$ cat src/common/arb_pkg.sv
package arb_pkg;
   // Grant vector, bit order: lo 2..0 then hi 4..0, active low
   localparam logic [7:0] all_grants_off = 8'hff;
   localparam logic [7:0] hi_grant_vec_0 = 8'hfe;
   localparam logic [7:0] lo_grant_vec_0 = 8'hdf;
   localparam logic [7:0] lo_grant_vec_1 = 8'hbf;
   localparam logic [7:0] lo_grant_vec_2 = 8'h7f;
   localparam int hi_count = 5;
   localparam int lo_count = 3;
   localparam int sync_stages = 2;
   localparam logic [2:0] idle_upper = 3'h7;
   localparam logic [2:0] idle_low_min = 3'h3;
   localparam logic [2:0] idle_lower_0 = 3'h7;
   localparam logic [2:0] lo_upper_0 = 3'h5;
   localparam logic [2:0] lo_upper_1 = 3'h6;
   localparam logic [2:0] lo_upper_2 = 3'h4;

   typedef enum logic [5:0] {
      st_idle_0 = 6'h3f,
      st_idle_1 = 6'h3e,
      st_idle_2 = 6'h3d,
      st_idle_3 = 6'h3c,
      st_idle_4 = 6'h3b,
      st_hi_grant_0 = 6'h06,
      st_hi_grant_1 = 6'h07,
      st_hi_grant_2 = 6'h0e,
      st_hi_grant_3 = 6'h0f,
      st_hi_grant_4 = 6'h16
   } state_e;
endpackage

$ cat src/rtl/req_sync.sv
`timescale 1ns/1ps
module req_sync #(
   parameter int width = 8
) (
   input wire logic clk,
   input wire logic rst,
   input wire logic [width-1:0] async_n,
   output logic [width-1:0] sync_n
);
   logic [width-1:0] meta_reg;
   logic [width-1:0] meta_next;
   logic [width-1:0] sync_reg;
   logic [width-1:0] sync_next;

   // Two-stage synchroniser, idles at released level
   always_comb begin
      meta_next = async_n;
      sync_next = meta_reg;
      if (rst) begin
         meta_next = '1;
         sync_next = '1;
      end
   end

   always_ff @(posedge clk) begin
      meta_reg <= meta_next;
      sync_reg <= sync_next;
   end

   assign sync_n = sync_reg;
endmodule

$ cat src/rtl/rotating_priority_arbiter.sv
`timescale 1ns/1ps
// How it works
// RL1: Eight active-low grants, lo 2..0 then hi 4..0; one zero, FFh none.
// RL2: Idle states 3Fh..3Bh for idle 0..4, all upper bits 111.
// RL3: High grant states 06h, 07h, 0Eh, 0Fh, 16h for requesters 0..4.
// RL4: Low grant upper bits 101, 110, 100; lower bits keep exited idle.
// RL5: Idle m grants high m first, then m+1 onward modulo five.
// RL6: High grant n released goes to idle (n+1) mod 5, grants off.
// RL7: Low grants only when all high requests high; low 0 first.
// RL8: Low grant released returns to its idle by forcing upper bits to one.
// RL9: Grant holds with one grant low while its request stays low.
// RL10: One idle clock with no grant between any two grants.
// RL11: Reset forces state and grant bits to one: idle 0, no grant.
// RL12: High logic chooses next state unless low path applies.
// RL13: Grants decoded from next state, registered with the state.
// RL14: Requests pass a clocked synchroniser before the state machine.
// RL15: Unused state code goes to idle 0 with grants off.
module rotating_priority_arbiter (
   input wire logic clk,
   input wire logic rst,
   input wire logic hi_req_0_n,
   input wire logic hi_req_1_n,
   input wire logic hi_req_2_n,
   input wire logic hi_req_3_n,
   input wire logic hi_req_4_n,
   input wire logic lo_req_0_n,
   input wire logic lo_req_1_n,
   input wire logic lo_req_2_n,
   output logic [7:0] grant_n,
   output logic [5:0] state_bits
);
   ////////////////////////////////////////////////////////////////////////////
   logic [7:0] req_raw_n;
   logic [7:0] req_n;
   logic [4:0] hi_n;
   logic [2:0] lo_n;
   logic [5:0] state_reg;
   logic [5:0] next_state_bits;
   logic [7:0] grant_reg;
   logic [7:0] grant_next;
   logic [5:0] hi_next;
   logic [5:0] lo_next;
   logic lo_path;
   logic is_lo_grant;

   // Request inputs
   assign req_raw_n = {lo_req_2_n, lo_req_1_n, lo_req_0_n, hi_req_4_n, hi_req_3_n,
                       hi_req_2_n, hi_req_1_n, hi_req_0_n};

   req_sync #(.width(8)) u_sync ( // [RL14]
      .clk(clk),
      .rst(rst),
      .async_n(req_raw_n),
      .sync_n(req_n)
   );

   assign hi_n = req_n[4:0];
   assign lo_n = req_n[7:5];

   ////////////////////////////////////////////////////////////////////////////
   // Decoding helpers
   function automatic logic [5:0] idle_code(input int m);
      unique case (m)
         0: idle_code = arb_pkg::st_idle_0;
         1: idle_code = arb_pkg::st_idle_1;
         2: idle_code = arb_pkg::st_idle_2;
         3: idle_code = arb_pkg::st_idle_3;
         default: idle_code = arb_pkg::st_idle_4;
      endcase
   endfunction

   function automatic logic [5:0] hi_code(input int n);
      unique case (n)
         0: hi_code = arb_pkg::st_hi_grant_0;
         1: hi_code = arb_pkg::st_hi_grant_1;
         2: hi_code = arb_pkg::st_hi_grant_2;
         3: hi_code = arb_pkg::st_hi_grant_3;
         default: hi_code = arb_pkg::st_hi_grant_4;
      endcase
   endfunction

   // Active-low grant for high requester n
   function automatic logic [7:0] hi_vec(input int n);
      hi_vec = ~(~arb_pkg::hi_grant_vec_0 << n); // [RL1]
   endfunction

   // Grant vector from a state code; upper bits 101, 110, 100 give a low grant whatever the lower bits, other unused codes no grant
   function automatic logic [7:0] grant_of(input logic [5:0] s);
      logic [7:0] g;
      g = arb_pkg::all_grants_off;
      for (int i = 0; i < arb_pkg::hi_count; i++) begin
         if (s == hi_code(i)) begin
            g = hi_vec(i); // [RL1]
         end
      end
      unique case (s[5:3])
         arb_pkg::lo_upper_0: g = arb_pkg::lo_grant_vec_0;
         arb_pkg::lo_upper_1: g = arb_pkg::lo_grant_vec_1;
         arb_pkg::lo_upper_2: g = arb_pkg::lo_grant_vec_2;
         default: ;
      endcase
      grant_of = g;
   endfunction

   // Low grant code: upper bits name the class, lower bits a valid idle
   function automatic logic lo_state(input logic [5:0] s);
      lo_state = ((s[5:3] == arb_pkg::lo_upper_0) || (s[5:3] == arb_pkg::lo_upper_1) ||
                  (s[5:3] == arb_pkg::lo_upper_2)) && (s[2:0] >= arb_pkg::idle_low_min);
   endfunction

   // Valid idle code: upper bits all one, lower bits 3..7
   function automatic logic is_idle(input logic [5:0] s);
      is_idle = (s[5:3] == arb_pkg::idle_upper) && (s[2:0] >= arb_pkg::idle_low_min); // [RL2]
   endfunction

   // Idle number m: 3Fh is idle 0 down to 3Bh for idle 4
   function automatic int idle_index(input logic [5:0] s);
      idle_index = int'(arb_pkg::idle_lower_0 - s[2:0]);
   endfunction

   // First pending high requester from m onward, modulo five; -1 if none
   function automatic int first_hi(input int m, input logic [4:0] req);
      int k;
      first_hi = -1;
      for (int j = arb_pkg::hi_count - 1; j >= 0; j--) begin
         k = (m + j) % arb_pkg::hi_count;
         if (!req[k]) begin
            first_hi = k; // [RL5]
         end
      end
   endfunction

   ////////////////////////////////////////////////////////////////////////////
   // High-class decision
   always_comb begin
      int pick;
      pick = first_hi(idle_index(state_reg), hi_n);
      hi_next = state_reg; // [RL9]
      unique case (state_reg)
         arb_pkg::st_idle_0,
         arb_pkg::st_idle_1,
         arb_pkg::st_idle_2,
         arb_pkg::st_idle_3,
         arb_pkg::st_idle_4: begin
            if (pick >= 0) begin
               hi_next = hi_code(pick); // [RL5]
            end
         end
         arb_pkg::st_hi_grant_0: begin
            if (hi_n[0]) begin
               hi_next = idle_code(1); // [RL6] [RL10]
            end
         end
         arb_pkg::st_hi_grant_1: begin
            if (hi_n[1]) begin
               hi_next = idle_code(2); // [RL6]
            end
         end
         arb_pkg::st_hi_grant_2: begin
            if (hi_n[2]) begin
               hi_next = idle_code(3); // [RL6]
            end
         end
         arb_pkg::st_hi_grant_3: begin
            if (hi_n[3]) begin
               hi_next = idle_code(4); // [RL6]
            end
         end
         arb_pkg::st_hi_grant_4: begin
            if (hi_n[4]) begin
               hi_next = idle_code(0); // [RL6]
            end
         end
         default: begin
            hi_next = arb_pkg::st_idle_0; // [RL15]
         end
      endcase
   end

   // Low-class decision
   always_comb begin
      is_lo_grant = lo_state(state_reg);
      lo_next = state_reg;
      if (is_lo_grant) begin
         unique case (state_reg[5:3])
            arb_pkg::lo_upper_0: begin
               if (lo_n[0]) begin
                  lo_next = {arb_pkg::idle_upper, state_reg[2:0]}; // [RL8]
               end
            end
            arb_pkg::lo_upper_1: begin
               if (lo_n[1]) begin
                  lo_next = {arb_pkg::idle_upper, state_reg[2:0]}; // [RL8]
               end
            end
            default: begin
               if (lo_n[2]) begin
                  lo_next = {arb_pkg::idle_upper, state_reg[2:0]}; // [RL8]
               end
            end
         endcase
      end else if (!lo_n[0]) begin
         lo_next = {arb_pkg::lo_upper_0, state_reg[2:0]}; // [RL4] [RL7]
      end else if (!lo_n[1]) begin
         lo_next = {arb_pkg::lo_upper_1, state_reg[2:0]};
      end else begin
         lo_next = {arb_pkg::lo_upper_2, state_reg[2:0]};
      end
      // Low path from a valid idle state with a low but no high request, or in low grant
      lo_path = is_lo_grant || ((&hi_n) && !(&lo_n) && is_idle(state_reg)); // [RL12]
   end

   ////////////////////////////////////////////////////////////////////////////
   // State and grant registers
   always_comb begin
      next_state_bits = lo_path ? lo_next : hi_next; // [RL12]
      grant_next = grant_of(next_state_bits); // [RL13]
      if (rst) begin
         next_state_bits = arb_pkg::st_idle_0; // [RL11]
         grant_next = arb_pkg::all_grants_off; // [RL11]
      end
   end

   always_ff @(posedge clk) begin
      state_reg <= next_state_bits; // [RL2] [RL3]
      grant_reg <= grant_next; // [RL13]
   end

   assign grant_n = grant_reg;
   assign state_bits = state_reg;
endmodule

$ cat config.mk
export PLATFORM = sky130hd
export DESIGN_NAME = rotating_priority_arbiter
export DESIGN_NICKNAME = d
export VERILOG_FILES = /design/src/common/arb_pkg.sv /design/src/rtl/req_sync.sv /design/src/rtl/rotating_priority_arbiter.sv
export SDC_FILE = /design/constraint.sdc
export NUM_CORES = 1
export LEC_CHECK = 0
export ABC_AREA = 1
export BUFFER_PORTS_ARGS = -buffer_cell sky130_fd_sc_hd__buf_2
export CAP_MARGIN = 20
export CORE_UTILIZATION = 51
export CTS_CLUSTER_DIAMETER = 80
export CTS_CLUSTER_SIZE = 16
export DETAILED_ROUTE_END_ITERATION = 10
export GPL_ROUTABILITY_DRIVEN = 0
export MAX_ROUTING_LAYER = met4
export PLACE_DENSITY = 0.69
export SETUP_SLACK_MARGIN = 0.5
export SLEW_MARGIN = 25
export SYNTH_ARGS = -nofsm -noshare
export SYNTH_HDL_FRONTEND = slang
export SYNTH_SLANG_ARGS = --single-unit
$ cat constraint.sdc
create_clock -name clk -period 10.8 [get_ports clk]
set_input_delay 1.62 -clock clk [delete_from_list [all_inputs] [get_ports clk]]
set_output_delay 1.62 -clock clk [all_outputs]
set_load 0.01 [all_outputs]
==> summary.md <==
In this run the deepest clock path goes through 2 buffers. The synthesized flop and latch total works out to 30. In this run the tightest slew margin relative to its limit is 41.8%. 24 I/O pins were placed.

The first detailed-routing pass took 6 iterations. The actual slew at the worst max-slew pin is 871 ps, and the effective utilization at floorplan is 53.6%. The startpoint of the most critical register-to-register path is state_bits[0]. For the critical path data arrival time, the log shows 6200 ps. The worst path uses 55.9% of the clock period.

The fraction of final layout cells sized beyond drive strength 1 is 13.0%, and the total nets after synthesis is 629. The tools report the clock latency of the later-clocked register in the worst-skew pair as 270 ps. In this run the clock root is driven by a clkbuf_8.

After synthesis, flip-flops and latches occupy 17.5% of the total area. The total count of max-transition violations in the final report was 0. For this run, asynchronously set or reset flops after synthesis account for 0%.

TritonCTS built the clock tree. The Yosys step of the flow raised 0 warnings. The worst setup path is launched from a register. The launch instance of the worst min-delay path was u_sync.meta_reg[2]. The post-CTS setup buffer count was 0.

In the synthesized netlist, the number of instances is 587. In the global route stage, met3 resource usage came out at 2.27%. Setup total negative slack on the finished layout was measured at 0 ps.

For this run, global-route usage on met1 was measured as 34.8%. Number of sinks handled by clock tree synthesis: 30. The initialized floorplan defines 29 standard-cell rows.

Setup repair after global routing left no endpoint under its margin. The horizontal extent of the die came out at 84.1 um. The run gives 0 as the initial antenna violation count. The number of gates resized after CTS came out at 0. The region available for standard cell placement spans 0.00642 mm2.

The worst setup path startpoint is state_bits[0]. Of all nets on the critical path, the largest fanout is 20. Summing all flip-flop and latch instances after layout gives 601 um2.

The number of cells on the worst reg-to-reg path is 30. In the routed layout, each cell is associated on average with a via count of 5.58. The number of buffers created by CTS was 5. The logs give 7.36 mm for the sum of net half-perimeters after detailed placement and 3836 for the via count of the routed design. The smallest clock period supported by the final layout is computed as 6040 ps. The largest individual stage delay along the critical path comes from the cell dfxtp_1. Clock-pin slew was measured on the worst setup and hold paths at 60 ps. The global routing stage identified its most utilized layer as met2. In this design, the stage delay of the slowest critical-path cell is 890 ps. The flow ran to the end, and the final reports show no timing, DRC or antenna violations. For the final antenna-violating net count, the log shows 0. The vertical die dimension works out to 84.1 um. The global-route wire length before repair was 15.3 mm.

In the layout the commonest cells are nand2_1 (148), inv_1 (88), nand3_1 (58), nor2_1 (51), ha_1 (31). Entering global routing, the biggest net connects 21 pins. The tools report the wire length reported by the detailed router as 9.32 mm. The global-route total usage across every layer came out at 27.4%.

Global routing used 46.6% of the available met2 tracks. The number of global-route vias before repair was 3398. The hold violation total from the final report is 0. The tightest min-delay check is of the register to register type. For this run, the leading register cell type out of synthesis is dfxtp_1. The number of hold buffers added after CTS was 0. CTS built an H-tree with a depth of 2. The post-synthesis instance area was 0.00344 mm2; the setup clock skew after layout was 4.21 ps. The synthesized netlist contains 39 unique library cells.

The number of instances on the worst hold path came out at 1. The average wire per cell in the routed design was 13.6 um; the final-stage net count was 651. For this run, the top clock speed supported by timing is 166 MHz. The final-layout worst hold slack was 404 ps; the required time reported for the critical path endpoint was 10960 ps. Counting flops with a built-in enable in the synthesized netlist gives 0. The average size of a mapped cell is 5.86 um2. Area enclosed by the die boundary: 0.00708 mm2. The most numerous cell type found on the critical path is nand2_1. The count of buffers added on input and output ports is 23.

The worst setup path is of the register to register kind. Setup violations remaining at the end of the flow were counted as 0. The antenna diode count is 0. The max-capacitance violation count was 0. The layout overhead on the synthesized area was 7.86%; the count of buffer and inverter cells on the critical path was 3. Among cell families on the critical path, the largest total delay comes from simple AND/OR/NAND/NOR gates. The total overflow left after global routing is 0. STA classifies the critical path endpoint as a register. The initial detailed-routing violation count came out at 263.

The combined area of the multi-input logic cells was 0.00243 mm2; the critical path depth in cells was 30. The filler cells instantiated in the layout total 660. Leaving out fill and tap cells, the most frequent cell in the layout is nand2_1. In the routed design, unresolved DRC markers number 0.
-- cells by family after synthesis --
| group | after synthesis | synth area share [%] |
|---|---|---|
| fa+ha+maj | 32 | 11.9 |
| mux | 1 | 0.291 |
| buf+inv | 108 | 11.9 |
| compound gates | 83 | 13.9 |
| xor+xnor | 7 | 1.78 |
| flops | 30 | 17.5 |
| simple gates | 326 | 42.9 |
-- cell usage after synthesis, types with 10 or more instances --
cell type | count | area (um2)
nor3_1 | 17 | 85.1
nand3_1 | 58 | 290
nor2_1 | 51 | 191
or2_2 | 18 | 113
nand4_1 | 10 | 62.6
nand2_1 | 148 | 556
ha_1 | 31 | 388
o21ai_1 | 11 | 55.1
o21ai_0 | 23 | 115
inv_1 | 88 | 330
a21oi_1 | 25 | 125
dfxtp_1 | 30 | 601
-- per-stage QoR --
step | setup WS [ps] | area (um2) | util [%] | instances
5_1_grt | 4200 | 3710 | 57.8 | 687
6_report | 4760 | 3710 | 57.8 | 687
2_1_floorplan | 6130 | 3440 | - | 587
3_3_place_gp | 4890 | 3620 | 56.3 | 679
3_5_place_dp | 4910 | 3620 | 56.3 | 679
4_1_cts | 4880 | 3710 | 57.8 | 687
-- cell type report --
class / count / area share (%)
flip-flops and latches: 30 / 16.2
clock inverters: 1 / 0.135
multi-input cells: 449 / 65.5
inverters: 100 / 10.1
clock buffers: 7 / 2.33
repair buffers: 23 / 3.10
well taps: 77 / 2.60
-- metal layers --
| metal | wire, um | up-vias |
|---|---|---|
| met5 | 0 | - |
| met4 | 153 | 0 |
| met3 | 569 | 19 |
| met2 | 4440 | 160 |
| met1 | 4150 | 1713 |
| li1 | - | 1944 |
-- worst paths after layout --
kind	to	slack [ps]
max	grant_n[1]	4760
min	u_sync.sync_n[2]	400
max reg2reg	grant_n[1]	4760
min reg2reg	u_sync.sync_n[2]	400
Power is left out: the tool's default activity adds up to more than one toggle a clock period on the data nets, which glitch-free logic cannot reach.
